<file path="config.mk">
export PLATFORM = sky130hd
export DESIGN_NAME = umc_top
export DESIGN_NICKNAME = d
export VERILOG_FILES = /design/src/pkg/umc_pkg.sv /design/src/rtl/umc_turn_timer.sv /design/src/rtl/umc_resume_gen.sv /design/src/rtl/umc_top.sv
export SDC_FILE = /design/constraint.sdc
export NUM_CORES = 1
export LEC_CHECK = 0
export BUFFER_PORTS_ARGS = -buffer_cell sky130_fd_sc_hd__buf_2
export CORE_MARGIN = 2
export CORE_UTILIZATION = 29
export DETAILED_ROUTE_END_ITERATION = 16
export SLEW_MARGIN = 25
export SYNTH_ARGS = -nofsm -noshare
export SYNTH_HDL_FRONTEND = slang
export SYNTH_SLANG_ARGS = --single-unit
export TNS_END_PERCENT = 10
</file>
<file path="constraint.sdc">
create_clock -name clk_sys -period 1.72 [get_ports clk_sys]
set_clock_uncertainty 0.05 [all_clocks]
set_input_delay 0.086 -clock clk_sys [delete_from_list [all_inputs] [get_ports clk_sys]]
set_output_delay 0.086 -clock clk_sys [all_outputs]
set_load 0.05 [all_outputs]
</file>
<file path="src/pkg/umc_pkg.sv">
// Package for the USB module control and error-status block.
// Assumes a 32-bit Avalon-MM register bus with word addresses given as byte offsets.
package umc_pkg;
  localparam logic [7:0] UMC_OFS_CONTROL = 8'h00;
  localparam logic [7:0] UMC_OFS_ERR_STAT = 8'h04;
  localparam logic [7:0] UMC_OFS_ERR_CLR = 8'h08;
  localparam logic [7:0] UMC_OFS_ERR_EN = 8'h0C;
  localparam logic [7:0] UMC_OFS_TOKEN = 8'h10;
  localparam int UMC_BIT_JLEVEL = 7;
  localparam int UMC_BIT_SE0 = 6;
  localparam int UMC_BIT_INHIBIT = 5;
  localparam int UMC_BIT_BUSRST = 4;
  localparam int UMC_BIT_HOST_CAPABILITY_ENABLE = 3;
  localparam int UMC_BIT_RESUME = 2;
  localparam int UMC_BIT_PPCLR = 1;
  localparam int UMC_BIT_MODEN = 0;
  localparam int UMC_ERR_PID = 0;
  localparam int UMC_ERR_CRC_EOF = 1;
  localparam int UMC_ERR_DMA = 2;
  localparam int UMC_ERR_TURN = 3;
  localparam int UMC_ERR_W = 4;
  localparam logic [7:0] UMC_CTRL_RESET = 8'h00;
  localparam int UMC_CLK_HZ = 20000000;
  localparam int UMC_BIT_RATE_HZ = 12000000;
  localparam int UMC_TURN_BITS = 16;
  // Cycles for 16 bit times at full speed, longest time rounded down.
  localparam int UMC_TURN_CYC = (UMC_TURN_BITS * UMC_CLK_HZ) / UMC_BIT_RATE_HZ;
  localparam int UMC_LS_EOP_NS = 1330;
  localparam int UMC_LS_EOP_CYC = (UMC_LS_EOP_NS * (UMC_CLK_HZ / 1000000) + 999) / 1000;
  typedef enum logic [1:0] {
    UMC_RES_IDLE = 2'b00,
    UMC_RES_DRIVE = 2'b01,
    UMC_RES_EOP = 2'b11
  } umc_res_e;
endpackage

</file>
<file path="src/rtl/umc_turn_timer.sv">
// Idle timer that flags a bus turnaround timeout.
// Assumes eop and activity are synchronous one-cycle or level indications.
`timescale 1ns/100ps
module umc_turn_timer
  import umc_pkg::*;
(
  input wire logic clk_sys,
  input wire logic rst,
  input wire logic armed_rst,
  input wire logic eop,
  input wire logic activity,
  output logic timeout
);
  typedef struct packed {
    logic armed;
    logic [7:0] cnt;
    logic flag;
  } umc_turn_s;
  umc_turn_s st_ff, nxt_st;
  always_comb begin
    nxt_st = st_ff;
    nxt_st.flag = 1'b0;
    if (eop) begin
      nxt_st.armed = 1'b1;
      nxt_st.cnt = 8'h00;
    end else if (activity || armed_rst) begin
      nxt_st.armed = 1'b0;
    end else if (st_ff.armed) begin
      nxt_st.cnt = st_ff.cnt + 8'h01;
      if (st_ff.cnt == 8'(UMC_TURN_CYC)) begin
        nxt_st.flag = 1'b1;
        nxt_st.armed = 1'b0;
      end
    end
  end
  always_ff @(posedge clk_sys) begin
    if (rst) begin
      st_ff <= '0;
    end else begin
      st_ff <= nxt_st;
    end
  end
  assign timeout = st_ff.flag;
endmodule

</file>
<file path="src/rtl/umc_resume_gen.sv">
// Resume signalling generator with low-speed end-of-packet tail in host mode.
// Assumes resume_en is the software control bit, held for the required time by software.
`timescale 1ns/100ps
module umc_resume_gen
  import umc_pkg::*;
(
  input wire logic clk_sys,
  input wire logic rst,
  input wire logic resume_en,
  input wire logic host_mode,
  output logic drive_k,
  output logic drive_se0
);
  typedef struct packed {
    umc_res_e state;
    logic [7:0] cnt;
  } umc_res_s;
  umc_res_s st_ff, nxt_st;
  always_comb begin
    nxt_st = st_ff;
    unique case (st_ff.state)
      UMC_RES_IDLE: begin
        if (resume_en) begin
          nxt_st.state = UMC_RES_DRIVE;
        end
      end
      UMC_RES_DRIVE: begin
        if (!resume_en) begin
          if (host_mode) begin
            nxt_st.state = UMC_RES_EOP;
            nxt_st.cnt = 8'h00;
          end else begin
            nxt_st.state = UMC_RES_IDLE;
          end
        end
      end
      UMC_RES_EOP: begin
        nxt_st.cnt = st_ff.cnt + 8'h01;
        if (st_ff.cnt == 8'(UMC_LS_EOP_CYC - 1)) begin
          nxt_st.state = UMC_RES_IDLE;
        end
      end
      default: begin
        nxt_st.state = UMC_RES_IDLE;
      end
    endcase
  end
  always_ff @(posedge clk_sys) begin
    if (rst) begin
      st_ff <= '0;
    end else begin
      st_ff <= nxt_st;
    end
  end
  assign drive_k = (st_ff.state == UMC_RES_DRIVE);
  assign drive_se0 = (st_ff.state == UMC_RES_EOP);
endmodule

</file>
<file path="src/rtl/umc_top.sv">
// USB module control register, error status and interrupt logic.
// Assumes an Avalon-MM master on clk_sys and line/engine status synchronous to clk_sys.
//
// Functional notes
// Control bit 7 shows live J state, read only.
// Control bit 6 shows live single-ended zero, read only.
// Device mode: bit 5 inhibits processing, set automatically on SETUP token.
// Host mode: bit 5 reads 1 while a token executes.
// Software checks token busy before writing a new token command.
// Host mode: bit 4 written 1 drives bus reset, 0 ends it.
// Bit 3 enables host capability; resets to 0.
// Any change of host enable resets all host control logic.
// Bit 2 high drives resume signalling; low drives none in device mode.
// Software holds resume 10 ms as function, 25 ms as host.
// Host mode: clearing resume appends a low-speed end-of-packet.
// Device mode: error bit 1 flags token CRC5 rejection.
// Host mode: error bit 1 flags end-of-frame error at frame counter zero.
// Error bit 0 flags a failed packet identifier check.
// Flag DMA error on late grant overflow/underflow or truncated packet.
// Flag turnaround timeout after more than 16 idle bit times.
// Control bits 31 to 8 read zero and ignore writes.
// Error flags stay set until software clears them.
//
// Decided for this implementation: the placing of the registers and the Avalon-MM interface to the registers.
`timescale 1ns/100ps
module umc_top
  import umc_pkg::*;
(
  input wire logic clk_sys,
  input wire logic rst,
  input wire logic [7:0] avs_address,
  input wire logic avs_read,
  input wire logic avs_write,
  input wire logic [31:0] avs_writedata,
  input wire logic [3:0] avs_byteenable,
  output logic [31:0] avs_readdata,
  output logic avs_waitrequest,
  input wire logic line_j,
  input wire logic line_se0,
  input wire logic setup_token_rx,
  input wire logic token_done,
  input wire logic token_crc5_bad,
  input wire logic pid_check_bad,
  input wire logic frame_count_zero,
  input wire logic link_active,
  input wire logic dma_late,
  input wire logic rx_truncated,
  input wire logic rx_eop,
  output logic packet_processing_inhibit,
  output logic token_in_progress,
  output logic bus_reset_drive,
  output logic host_capability_enable,
  output logic host_logic_reset,
  output logic resume_k_drive,
  output logic resume_se0_drive,
  output logic pingpong_pointer_clear,
  output logic module_enable,
  output logic token_start,
  output logic [7:0] token_command_register,
  output logic irq
);
  import umc_pkg::*;
  typedef struct packed {
    logic [7:0] ctrl;
    logic busy;
    logic [7:0] tok;
    logic tok_go;
    logic hrst;
    logic [UMC_ERR_W-1:0] err;
    logic [UMC_ERR_W-1:0] en;
    logic irq;
    logic ack;
    logic waitreq;
    logic [31:0] rdata;
    logic kdrv;
    logic se0drv;
  } umc_top_s;
  umc_top_s st_ff, nxt_st;
  logic res_k;
  logic res_se0;
  logic turn_to;
  logic host_mode;
  logic wr_lane0;
  logic [UMC_ERR_W-1:0] err_evt;
  logic [7:0] ctrl_view;
  logic [31:0] rd_mux;

  ////////////////////////////////////////////////////////////////////////////////////////////
  // Submodules.
  umc_resume_gen u_resume (
    .clk_sys(clk_sys),
    .rst(rst),
    .resume_en(st_ff.ctrl[UMC_BIT_RESUME]),
    .host_mode(host_mode),
    .drive_k(res_k),
    .drive_se0(res_se0)
  );
  umc_turn_timer u_turn (
    .clk_sys(clk_sys),
    .rst(rst),
    .armed_rst(st_ff.hrst),
    .eop(rx_eop),
    .activity(link_active),
    .timeout(turn_to)
  );

  ////////////////////////////////////////////////////////////////////////////////////////////
  // Combinational next state.
  assign host_mode = st_ff.ctrl[UMC_BIT_HOST_CAPABILITY_ENABLE];
  assign wr_lane0 = avs_write && avs_byteenable[0] && !st_ff.ack;
  always_comb begin
    err_evt = '0;
    err_evt[UMC_ERR_PID] = pid_check_bad;
    err_evt[UMC_ERR_CRC_EOF] = host_mode ? (frame_count_zero && link_active)
                                         : token_crc5_bad;
    err_evt[UMC_ERR_DMA] = dma_late || rx_truncated;
    err_evt[UMC_ERR_TURN] = turn_to;
  end
  always_comb begin
    ctrl_view = st_ff.ctrl;
    ctrl_view[UMC_BIT_JLEVEL] = line_j;
    ctrl_view[UMC_BIT_SE0] = line_se0;
    if (host_mode) begin
      ctrl_view[UMC_BIT_INHIBIT] = st_ff.busy;
    end
  end
  always_comb begin
    rd_mux = 32'h0000_0000;
    unique case (avs_address)
      UMC_OFS_CONTROL: rd_mux = {24'h00_0000, ctrl_view};
      UMC_OFS_ERR_STAT: rd_mux = {28'h000_0000, st_ff.err};
      UMC_OFS_ERR_EN: rd_mux = {28'h000_0000, st_ff.en};
      UMC_OFS_TOKEN: rd_mux = {24'h00_0000, st_ff.tok};
      default: rd_mux = 32'h0000_0000;
    endcase
  end
  always_comb begin
    nxt_st = st_ff;
    nxt_st.tok_go = 1'b0;
    nxt_st.hrst = 1'b0;
    nxt_st.ack = (avs_read || avs_write) && !st_ff.ack;
    nxt_st.waitreq = !nxt_st.ack;
    if (avs_read && !st_ff.ack) begin
      nxt_st.rdata = rd_mux;
    end
    if (wr_lane0 && avs_address == UMC_OFS_CONTROL) begin
      nxt_st.ctrl[5:0] = avs_writedata[5:0];
      if (avs_writedata[UMC_BIT_HOST_CAPABILITY_ENABLE] != st_ff.ctrl[UMC_BIT_HOST_CAPABILITY_ENABLE]) begin
        nxt_st.hrst = 1'b1;
        nxt_st.busy = 1'b0;
      end
    end
    if (!host_mode && setup_token_rx) begin
      nxt_st.ctrl[UMC_BIT_INHIBIT] = 1'b1;
    end
    if (!host_mode) begin
      nxt_st.ctrl[UMC_BIT_BUSRST] = 1'b0;
    end
    if (host_mode && token_done) begin
      nxt_st.busy = 1'b0;
    end
    if (wr_lane0 && avs_address == UMC_OFS_TOKEN && host_mode && !st_ff.busy) begin
      nxt_st.tok = avs_writedata[7:0];
      nxt_st.busy = 1'b1;
      nxt_st.tok_go = 1'b1;
    end
    if (wr_lane0 && avs_address == UMC_OFS_ERR_EN) begin
      nxt_st.en = avs_writedata[UMC_ERR_W-1:0];
    end
    if (wr_lane0 && avs_address == UMC_OFS_ERR_CLR) begin
      nxt_st.err = st_ff.err & ~avs_writedata[UMC_ERR_W-1:0];
    end
    nxt_st.err = nxt_st.err | err_evt;
    nxt_st.irq = |(nxt_st.err & nxt_st.en);
    nxt_st.kdrv = res_k;
    nxt_st.se0drv = res_se0 || (host_mode && st_ff.ctrl[UMC_BIT_BUSRST]);
  end

  ////////////////////////////////////////////////////////////////////////////////////////////
  // State register.
  always_ff @(posedge clk_sys) begin
    if (rst) begin
      st_ff <= '0;
      st_ff.ctrl <= UMC_CTRL_RESET;
      st_ff.waitreq <= 1'b1;
    end else begin
      st_ff <= nxt_st;
    end
  end

  ////////////////////////////////////////////////////////////////////////////////////////////
  // Outputs.
  assign avs_readdata = st_ff.rdata;
  assign avs_waitrequest = st_ff.waitreq;
  assign packet_processing_inhibit = st_ff.ctrl[UMC_BIT_INHIBIT];
  assign token_in_progress = st_ff.busy;
  assign bus_reset_drive = st_ff.se0drv;
  assign host_capability_enable = st_ff.ctrl[UMC_BIT_HOST_CAPABILITY_ENABLE];
  assign host_logic_reset = st_ff.hrst;
  assign resume_k_drive = st_ff.kdrv;
  assign resume_se0_drive = st_ff.se0drv;
  assign pingpong_pointer_clear = st_ff.ctrl[UMC_BIT_PPCLR];
  assign module_enable = st_ff.ctrl[UMC_BIT_MODEN];
  assign token_start = st_ff.tok_go;
  assign token_command_register = st_ff.tok;
  assign irq = st_ff.irq;
endmodule

</file>
==> results.py, run 1 <==
metrics = {
    "hold_path": {
        "worst_hold_path_type": "in -> reg",
        "hold_path_startpoint": "rx_truncated",
        "hold_depth": 3,
        "min_to": "st_ff[43]",
    },
    "critical_path": {
        "r2r_start": "st_ff[35]",
        "worstPathArrival_ps": 1780,
        "worst_path_max_delay_cell": "or4_1",
        "end_kind": "flip-flop",
        "cpPeakStageDelay_ps": 560,
        "worstSetupPathType": "reg -> reg",
        "start_kind": "flip-flop",
        "r2r-end": "token_in_progress",
        "cp_cell_sequence": "and3b_1, nand2_1, or4_1, nand3_1, a21oi_1",
        "worstPathRequired_ps": 1880,
        "r2r_setup_slack_ps": 100,
        "cp_max_fo": 4,
        "rr_worst_depth": 5,
    },
    "clock_tree": {
        "cts_resized": 0,
        "post-cts-setup-buffers": 0,
        "ctsHoldBuffers": 12,
        "clkSinkCount": 58,
        "clk_pin_slew_ps": 70,
        "htreeDepth": 3,
        "cts-root-buf": "clkbuf_8",
        "cts_tree": "yes",
        "clock_latency_ps": 320,
        "cts_made_buffers": 9,
        "cts_buffer_depth": 2,
    },
    "placed_design": {
        "postPlaceCellArea_um2": 3160,
        "gp_congestion": 0.824,
        "port_buffers": 59,
        "dp_hpwl_um": 4840,
        "placedCellCount": 487,
    },
    "die": {
        "die_x_um": 104,
        "core_area_um2": 9680,
        "initial_core_util_pct": 29.7,
        "die_y_um": 104,
        "num_rows": 36,
        "ios": 111,
        "die_area_um2": 10700,
    },
    "synthesis": {
        "synth-async-reset-ratio_pct": 0,
        "synth_seq_cells": 58,
        "avgSynthCellArea_um2": 9.25,
        "synth.yosys.warnings": 0,
        "synth_cells": 311,
        "syn_area_um2": 2880,
        "synth-edff-count": 0,
        "yosysSeqAreaShare_pct": 40.3,
        "ys.flop_type": "dfxtp_1",
        "ys_types": 47,
    },
    "global_routing": {
        "grt_pass1_vias": 2204,
        "grt_use_total_pct": 12.5,
        "antenna_found_initial": 0,
        "grt_max_degree": 31,
        "grt_overflow_total": 0,
        "grt_pass1_wl_um": 11000,
    },
    "detailed_routing": {
        "wl_per_cell_um": 12.5,
        "remaining_drc_errors": 0,
        "wirelength_um": 6430,
        "drt_iter0_markers": 117,
        "dr.pass1.iters": 4,
        "vias": 2268,
        "postRouteAntennaNets": 0,
        "viasPerCell": 4.40,
    },
    "cells_and_area": {
        "area_delta_synth_final_pct": 20.9,
        "final_core_util_pct": 35.9,
        "antenna_cells": 0,
        "final_cell_count_no_fill": 515,
        "final_area_um2": 3480,
        "drive_gt1_share_pct": 26.4,
        "fin_nets": 440,
    },
    "pwr": {
        "switching_share_pct": 26.1,
        "clockPowerShare_pct": 42.7,
        "power_frac_seq_pct": 46.8,
        "pwr-share-comb_pct": 10.6,
        "power_leakage_uw": 0.00161,
        "powerDensity_nw_per_um2": 838,
        "power_uw": 2910,
        "intPower_uw": 2150,
        "p_sw_uw": 760,
        "ir_worst_vdd_mv": 0.388,
    },
    "sta": {
        "hold_violations": 0,
        "max_freq_mhz": 617,
        "period_share_pct": 94.2,
        "final.setup.tns_ps": 0,
        "rsz0062_at_grt": "no",
        "worstMarginPinSlew_ps": 558,
        "maxSlewViolCount": 0,
        "fin_crit_ps": 1620,
        "slew_headroom_pct": 62.4,
        "setup_viol": 0,
    },
    "run": {
        "drv_cap": 0,
    },
    "status": {
        "status": "finished, final reports clean",
    },
}
[cells in the mapped netlist (5+ instances only)]
library cell / count / area share, %
nor2_1: 48 / 6.3
a22oi_1: 8 / 2.1
nand2b_1: 5 / 1.1
clkbuf_1: 7 / 0.91
nand3_1: 10 / 1.7
nand2_1: 10 / 1.3
nand4_1: 5 / 1.1
o21ai_0: 10 / 1.7
a22o_1: 8 / 2.4
a21oi_1: 12 / 2.1
buf_4: 43 / 11
mux2i_1: 22 / 7.7
dfxtp_1: 58 / 40
[power groups by stage]
stage | clock network (uW) | logic (uW) | registers, uW
6_report | 1240 | 308 | 1360
2_1_floorplan | 0 | 231 | 1400
5_1_grt | 1340 | 331 | 1360
4_1_cts | 1280 | 308 | 1360
3_3_place_gp | 0 | 284 | 1390
3_5_place_dp | 0 | 286 | 1390
[area by class of cell]
cell class | count | area (um2)
well taps | 133 | 166
multi-input cells | 220 | 1420
flip-flops and latches | 58 | 1160
inverters | 3 | 11.3
clock buffers | 12 | 145
fillers | 991 | 6210
clock inverters | 4 | 51.3
repair buffers | 85 | 520
[worst max path at each step]
stage                   endpoint  cells after the start  slack (ps)        startpoint
6_report       token_in_progress                      5         100         st_ff[35]
5_1_grt        token_in_progress                      5          10         st_ff[35]
4_1_cts        token_in_progress                      5         100         st_ff[35]
3_5_place_dp     avs_readdata[2]                      7          80    avs_address[5]
3_3_place_gp     avs_readdata[3]                      7         100    avs_address[5]
2_1_floorplan    u_turn.st_ff[8]                      4          50  host_logic_reset
[worst max-delay path, delay by kind of cell, from the launching register on]
family,cells,cell delay (ps)
AO/OA/AOI/OAI,1,60
flip-flops,1,320
AND/OR/NAND/NOR,4,1060
[per-layer routing]
layer / vias up / routed length [um] / track usage [%]
met2: 57 / 3120 / 20.3
li1: 1153 / - / -
met5: - / 0 / 0
met3: 5 / 292 / 3.84
met4: 0 / 47 / 3.86
met1: 1053 / 2980 / 15.8
[logic make-up after synthesis]
| logic type | synth area share, % |
|---|---|
| AO/OA/AOI/OAI | 12.4 |
| buffers and inverters | 13.3 |
| multiplexers | 8.83 |
| XOR/XNOR | 1.83 |
| flip-flops | 40.3 |
| other | 0.130 |
| AND/OR/NAND/NOR | 21.5 |
| adder cells (fa/ha/maj) | 1.74 |
[flip-flops by register name (all words and copies together), names as in the netlist, 2 cells and up]
register / cells
ctrl_view: 2
u_resume.st_ff: 10
token_command_register: 8
avs_readdata: 8
st_ff: 9
u_turn.st_ff: 9
[through the flow]
step,hold slack [ps],setup WS [ps]
6_report,19.8,100
5_1_grt,6.83,14.0
3_5_place_dp,277,82.0
4_1_cts,1.25,101
2_1_floorplan,153,54.7
3_3_place_gp,261,104
[cell usage in the layout, fill, tap and decap left out, types with 2 or more instances in the layout]
cell | netlist | final
buf_2 | 2 | 59
dfxtp_1 | 58 | 57
nor2_1 | 48 | 48
conb_1 | 1 | 24
mux2i_1 | 22 | 22
buf_4 | 43 | 14
a21oi_1 | 12 | 12
dlygate4sd3_1 | 0 | 12
nand3_1 | 10 | 10
o21ai_0 | 10 | 10
nand2_1 | 10 | 10
clkbuf_8 | 0 | 10
a22o_1 | 8 | 8
a22oi_1 | 8 | 8
nand4_1 | 5 | 5
nand2b_1 | 5 | 5
and2_1 | 4 | 4
a211oi_1 | 4 | 4
xor2_1 | 4 | 4
ha_1 | 4 | 4
inv_1 | 3 | 3
nor2b_1 | 3 | 3
and3_1 | 3 | 3
or3_1 | 3 | 3
mux2_2 | 3 | 3
nand3b_1 | 2 | 2
or4_1 | 2 | 2
nor3b_1 | 2 | 2
nor4_4 | 2 | 2
o22ai_1 | 2 | 2
nand4_2 | 2 | 2
xnor2_1 | 2 | 2
o22a_1 | 2 | 2
clkbuf_1 | 7 | 2
Note: power is estimated with default switching activity, not from simulation.
==> run 2, diff against run 1 <==
--- a/config.mk
+++ b/config.mk
@@ -7,7 +7,7 @@
 export LEC_CHECK = 0
 export BUFFER_PORTS_ARGS = -buffer_cell sky130_fd_sc_hd__buf_2
 export CORE_MARGIN = 2
-export CORE_UTILIZATION = 29
+export CORE_UTILIZATION = 32
 export DETAILED_ROUTE_END_ITERATION = 16
 export SLEW_MARGIN = 25
 export SYNTH_ARGS = -nofsm -noshare
==> run 2 against run 1 <==
Net effect: worst setup slack worse by 51 ps; via count up 1.5%; final cell count down 4.7%; flip-flop and latch count unchanged; critical path type is now in -> reg; critical endpoint is now host_logic_reset; largest cell class unchanged; highest routed layer unchanged.
==> results.py, run 2 (synthesis gave the netlist of run 1 again) <==
metrics = {
    "global_routing": {
        "grt_overflow_total": 0,
        "grt_pass1_wl_um": 10300,
        "grt_pass1_vias": 2211,
        "antenna_found_initial": 0,
        "grt_max_degree": 20,
        "grt_use_total_pct": 13.2,
    },
    "critical_path": {
        "end_kind": "flip-flop",
        "worstPathArrival_ps": 1850,
        "worstSetupPathType": "in -> reg",
        "worst_path_max_delay_cell": "or4_1",
        "r2r_start": "st_ff[35]",
        "crit_family": "simple AND/OR/NAND/NOR gates",
        "start_kind": "primary input",
        "r2r-end": "host_logic_reset",
        "crit_buf_inv": 3,
        "cp_max_fo": 4,
        "worstPathRequired_ps": 1900,
        "rr_worst_depth": 5,
        "cpPeakStageDelay_ps": 530,
        "cp_cell_sequence": "dlygate4sd3_1, buf_2, and3b_1, buf_4, nand2_1, or4_1, nor2_1",
        "r2r_setup_slack_ps": 70,
    },
    "status": {
        "status": "finished, final reports clean",
    },
    "hold_path": {
        "hold_path_startpoint": "rx_truncated",
        "worst_hold_path_type": "in -> reg",
        "hold_depth": 3,
        "min_to": "st_ff[43]",
    },
    "pwr": {
        "pwr-share-comb_pct": 10.8,
        "ir_worst_vdd_mv": 0.387,
        "power_leakage_uw": 0.00163,
        "intPower_uw": 2170,
        "switching_share_pct": 24.8,
        "p_sw_uw": 718,
        "powerDensity_nw_per_um2": 833,
        "power_uw": 2890,
        "power_frac_seq_pct": 47.2,
        "clockPowerShare_pct": 42.1,
    },
    "clock_tree": {
        "clkSinkCount": 58,
        "cts_resized": 0,
        "clk_pin_slew_ps": 60,
        "cts_made_buffers": 9,
        "cts-root-buf": "clkbuf_8",
        "cts_tree": "yes",
        "htreeDepth": 3,
        "clock_latency_ps": 330,
        "cts_buffer_depth": 2,
    },
    "die": {
        "die_x_um": 98.8,
        "initial_core_util_pct": 33.0,
        "core_area_um2": 8720,
        "ios": 111,
        "num_rows": 34,
        "die_area_um2": 9770,
        "die_y_um": 98.8,
    },
    "cells_and_area": {
        "largest_reg_flops": 10,
        "antenna_cells": 0,
        "reg_top3": "u_resume.st_ff (10), st_ff (9), u_turn.st_ff (9)",
        "final_cell_mix": "59 x buf_2, 57 x dfxtp_1, 48 x nor2_1",
        "final_core_util_pct": 39.8,
        "regMostFlops": "u_resume.st_ff",
        "final_cell_count_no_fill": 491,
        "layout_commonest_cell": "buf_2",
        "fin_nets": 443,
        "nFillCells": 887,
        "multi_input_area_um2": 1420,
        "area_delta_synth_final_pct": 20.6,
        "register_area_um2": 1160,
        "drive_gt1_share_pct": 26.6,
    },
    "detailed_routing": {
        "vias": 2302,
        "drt_iter0_markers": 93,
        "wl_per_cell_um": 13.0,
        "postRouteAntennaNets": 0,
        "dr.pass1.iters": 4,
        "remaining_drc_errors": 0,
        "wirelength_um": 6370,
        "viasPerCell": 4.69,
    },
    "sta": {
        "period_share_pct": 97.1,
        "maxSlewViolCount": 0,
        "setup_viol": 0,
        "fin_crit_ps": 1670,
        "max_freq_mhz": 599,
        "final.setup.tns_ps": 0,
        "hold_violations": 0,
        "rsz0062_at_grt": "no",
        "setup_slack_ps": 49.7,
    },
    "placed_design": {
        "placedCellCount": 463,
        "dpl_worst_slack_ps": 82.3,
        "port_buffers": 59,
        "gp_congestion": 0.847,
        "dp_hpwl_um": 4760,
    },
    "run": {
        "drv_cap": 0,
    },
}
==> run 2: cell count changes in the layout (fill, tap and decap cells not counted) <==
cell           previous run  this run
clkbuf_1                  2         0
clkinv_4                  1         0
clkinv_2                  1         2
clkinvlp_4                1         0
dlygate4sd3_1            12        14
buf_4                    14        15
clkbuf_8                 10        11
==> run 2: worst max-delay path by stage <==
| stage | startpoint | to | slack, ps | cells past startpoint |
|---|---|---|---|---|
| 5_1_grt | st_ff[35] | irq | 10 | 6 |
| 3_3_place_gp | avs_address[5] | irq | 130 | 7 |
| 4_1_cts | st_ff[35] | host_logic_reset | 90 | 5 |
| 6_report | avs_write | host_logic_reset | 50 | 7 |
| 2_1_floorplan | host_logic_reset | u_turn.st_ff[8] | 50 | 4 |
| 3_5_place_dp | avs_address[5] | avs_readdata[3] | 80 | 7 |
==> run 2: worst min-delay path, cell delays in order <==
cell and delay (ps):
buf_2 90, o32ai_1 100, nor2_1 80
==> run 2: cell type report <==
cell class	count	area share, %
clock buffer	11	4.36
timing repair buffer	88	15.8
sequential	58	33.5
multi-input combinational	220	41.0
tap	108	3.89
clock inverter	3	1.15
inverter	3	0.325
==> run 2: per-layer routing <==
| metal | routed length [um] | global-route usage [%] | vias to the layer above |
|---|---|---|---|
| met4 | 77 | 4.11 | 0 |
| met3 | 367 | 5.11 | 8 |
| met1 | 3000 | 16.3 | 1061 |
| met5 | 0 | 0 | - |
| met2 | 2930 | 21.4 | 68 |
| li1 | - | - | 1165 |
==> run 2: timing repair <==
item                                   4_1_cts  5_1_grt
hold buffers                                14        0
endpoints found under the hold margin       14        0
buffers inserted                             0        0
==> run 2: power groups by stage <==
| stage | logic [uW] | registers (uW) | clock network, uW |
|---|---|---|---|
| 4_1_cts | 311 | 1360 | 1260 |
| 5_1_grt | 331 | 1360 | 1320 |
| 2_1_floorplan | 231 | 1400 | 0 |
| 6_report | 311 | 1360 | 1220 |
| 3_3_place_gp | 282 | 1390 | 0 |
| 3_5_place_dp | 285 | 1390 | 0 |
==> run 2: stage by stage <==
step / instance area, um2 / hold slack [ps]
floorplan: 2970 / 153
CTS: 3470 / 6.50
global route: 3470 / 17.8
detailed placement: 3140 / 278
finish: 3470 / 20.5
global placement: 3140 / 260
==> run 3, diff against run 2 <==
--- a/config.mk
+++ b/config.mk
@@ -12,5 +12,6 @@
 export SLEW_MARGIN = 25
 export SYNTH_ARGS = -nofsm -noshare
 export SYNTH_HDL_FRONTEND = slang
+export SYNTH_HIERARCHICAL = 1
 export SYNTH_SLANG_ARGS = --single-unit
 export TNS_END_PERCENT = 10
==> run 3 against run 2 <==
Net effect: hold slack got worse by 11 ps; area after synthesis grew 6.7%; worst setup slack better by 92 ps; non-clock buffer count down 5; clock-buffer cell count grew 2; sequential power about the same; sequential share of layout area fell by 1.8 points; first-iteration DRC count is 29% higher; clock power up 7%; routed wire length increased by 13%; via count grew 9.8%; fmax is 5.8% higher; critical path type is now reg -> reg; critical endpoint is now u_turn/st_ff[8].
==> results.py, run 3 <==
metrics = {
    "hold_path": {
        "worst_hold_path_type": "in -> reg",
    },
    "critical_path": {
        "worstPathArrival_ps": 1800,
        "r2r_setup_slack_ps": 140,
        "worst_path_max_delay_cell": "or4_1",
        "r2r-end": "u_turn/st_ff[8]",
        "crit_path_end": "u_turn/st_ff[8]",
        "start_kind": "flip-flop",
        "worstPathRequired_ps": 1940,
        "cp_max_fo": 10,
        "end_kind": "flip-flop",
        "r2r_start": "host_logic_reset",
        "crit_start": "host_logic_reset",
        "cpPeakStageDelay_ps": 590,
        "cp_cell_sequence": "nand4bb_1, or4_1, a21oi_1",
        "rr_worst_depth": 3,
        "worstSetupPathType": "reg -> reg",
    },
    "run": {
        "drv_cap": 0,
    },
    "synthesis": {
        "synth_top_area_share_pct": 37.8,
        "synth.yosys.warnings": 6,
        "synth-edff-count": 0,
        "synth_cells": 339,
        "yosysMostFrequentCell": "dfxtp_1",
        "syn_area_um2": 3070,
        "ys.flop_type": "dfxtp_1",
        "synth_seq_cells": 58,
        "synth_area_leaders": "dfxtp_1 38%, buf_4 10%, mux2i_1 6.5%",
        "ys_types": 57,
        "yosysTopAreaCell": "dfxtp_1",
        "synth-async-reset-ratio_pct": 0,
        "avgSynthCellArea_um2": 9.06,
        "synthTopCellsByCount": "58 x dfxtp_1, 42 x buf_4, 37 x nor2_1",
        "yosysSeqAreaShare_pct": 37.8,
    },
    "cells_and_area": {
        "final_cell_count_no_fill": 531,
        "nFillCells": 932,
        "register_area_um2": 1160,
        "area_delta_synth_final_pct": 19.4,
        "regMostFlops": "u_resume/st_ff",
        "antenna_cells": 0,
        "drive_gt1_share_pct": 25.9,
        "largest_reg_flops": 10,
        "final_cell_mix": "59 x buf_2, 58 x dfxtp_1, 37 x nor2_1",
        "reg_top3": "u_resume/st_ff (10), st_ff (9), u_turn/st_ff (9)",
        "fin_nets": 461,
        "layout_commonest_cell": "buf_2",
        "multi_input_area_um2": 1570,
    },
    "sta": {
        "rsz0062_at_grt": "no",
        "slew_headroom_pct": 59.6,
        "worstMarginPinSlew_ps": 604,
        "fin_crit_ps": 1580,
        "period_share_pct": 91.7,
        "setup_viol": 0,
        "max_freq_mhz": 634,
        "hold_violations": 0,
        "final.setup.tns_ps": 0,
        "maxSlewViolCount": 0,
    },
    "placed_design": {
        "dp_hpwl_um": 5270,
        "gp_congestion": 0.845,
        "placedCellCount": 504,
        "port_buffers": 59,
    },
    "clock_tree": {
        "cts_tree": "yes",
        "htreeDepth": 3,
        "post-cts-setup-buffers": 0,
        "clock_latency_ps": 340,
        "cts_buffer_depth": 2,
        "clk_pin_slew_ps": 70,
        "cts_made_buffers": 9,
        "cts-root-buf": "clkbuf_8",
        "clkSinkCount": 58,
    },
    "status": {
        "status": "finished, final reports clean",
    },
    "die": {
        "ios": 111,
        "core_area_um2": 9280,
        "initial_core_util_pct": 33.1,
        "die_y_um": 102,
        "die_x_um": 102,
        "num_rows": 35,
        "die_area_um2": 10400,
    },
    "global_routing": {
        "grt_use_total_pct": 14.1,
        "grt_pass1_wl_um": 11400,
        "antenna_found_initial": 0,
        "grt_overflow_total": 0,
        "grt_pass1_vias": 2397,
        "grt_max_degree": 21,
    },
    "pwr": {
        "powerDensity_nw_per_um2": 822,
        "ir_worst_vdd_mv": 0.358,
        "power_leakage_uw": 0.00163,
    },
    "detailed_routing": {
        "wl_per_cell_um": 13.5,
        "dr.pass1.iters": 4,
        "viasPerCell": 4.76,
        "drt_iter0_markers": 120,
        "wirelength_um": 7180,
        "remaining_drc_errors": 0,
        "postRouteAntennaNets": 0,
        "vias": 2528,
    },
}
run 3: cells by family after synthesis:
logic type | Yosys count | synth area share, %
and+or+nand+nor | 106 | 21.2
buffers and inverters | 70 | 14.1
AOI/OAI and AO/OA | 67 | 14.5
DFF | 58 | 37.8
muxes | 24 | 8.11
xor gates and xnor gates | 9 | 2.57
adders and majority gates | 4 | 1.63
other | 1 | 0.122
run 3: metal layers:
layer	global-route usage [%]	routed length, um	vias up
met5	0	0	-
met4	5.95	121	0
met3	4.04	345	11
met2	22.2	3330	75
met1	18.2	3390	1175
li1	-	-	1267
run 3: final cells by class:
class                   instances  share of cell area [%]
inverters                      12                    1.23
well taps                     129                    4.40
clock inverters                 2                   0.955
clock buffers                  13                    4.61
flip-flops and latches         58                    31.7
repair buffers                 83                    14.5
multi-input cells             234                    42.7
run 3: report_power, final:
| group | total (uW) | switching (uW) | internal [uW] | leakage [uW] |
|---|---|---|---|---|
| Combinational | 339 | 243 | 95.7 | 0.00106 |
| Sequential | 1370 | 9.55 | 1360 | 0.000469 |
| Clock | 1310 | 531 | 778 | 0.000106 |
| Total | 3010 | 784 | 2230 | 0.00163 |
run 3: metrics by stage:
step,instance area (um2),power [uW],utilization (%),worst slack (ps),hold slack [ps]
2_1_floorplan,3160,1660,-,71.8,105
3_3_place_gp,3340,1710,36.0,163,278
3_5_place_dp,3340,1710,36.0,136,271
4_1_cts,3670,3040,39.5,119,1.03
5_1_grt,3670,3130,39.5,9.70,58.6
6_report,3670,3010,39.5,142,9.12
run 3: worst min path at each step:
stage / startpoint / endpoint / slack (ps) / cells after the start
floorplan: rst / u_resume/st_ff[8] / 110 / 1
global placement: dma_late / st_ff[43] / 280 / 2
detailed placement: dma_late / st_ff[43] / 270 / 2
CTS: avs_writedata[2] / token_command_register[2] / 1 / 3
global route: avs_writedata[2] / token_command_register[2] / 60 / 3
finish: avs_writedata[2] / token_command_register[2] / 9 / 3
run 3: what timing repair did:
action,4_1_cts,5_1_grt
resized for setup,0,0
hold buffers,12,0
endpoints found under the hold margin,14,0
run 3: worst max-delay path: cells and delay by family, from the launching register on:
family	cells	cell delay [ps]
flip-flops	1	340
AND/OR/NAND/NOR	2	970
AO/OA/AOI/OAI	1	140
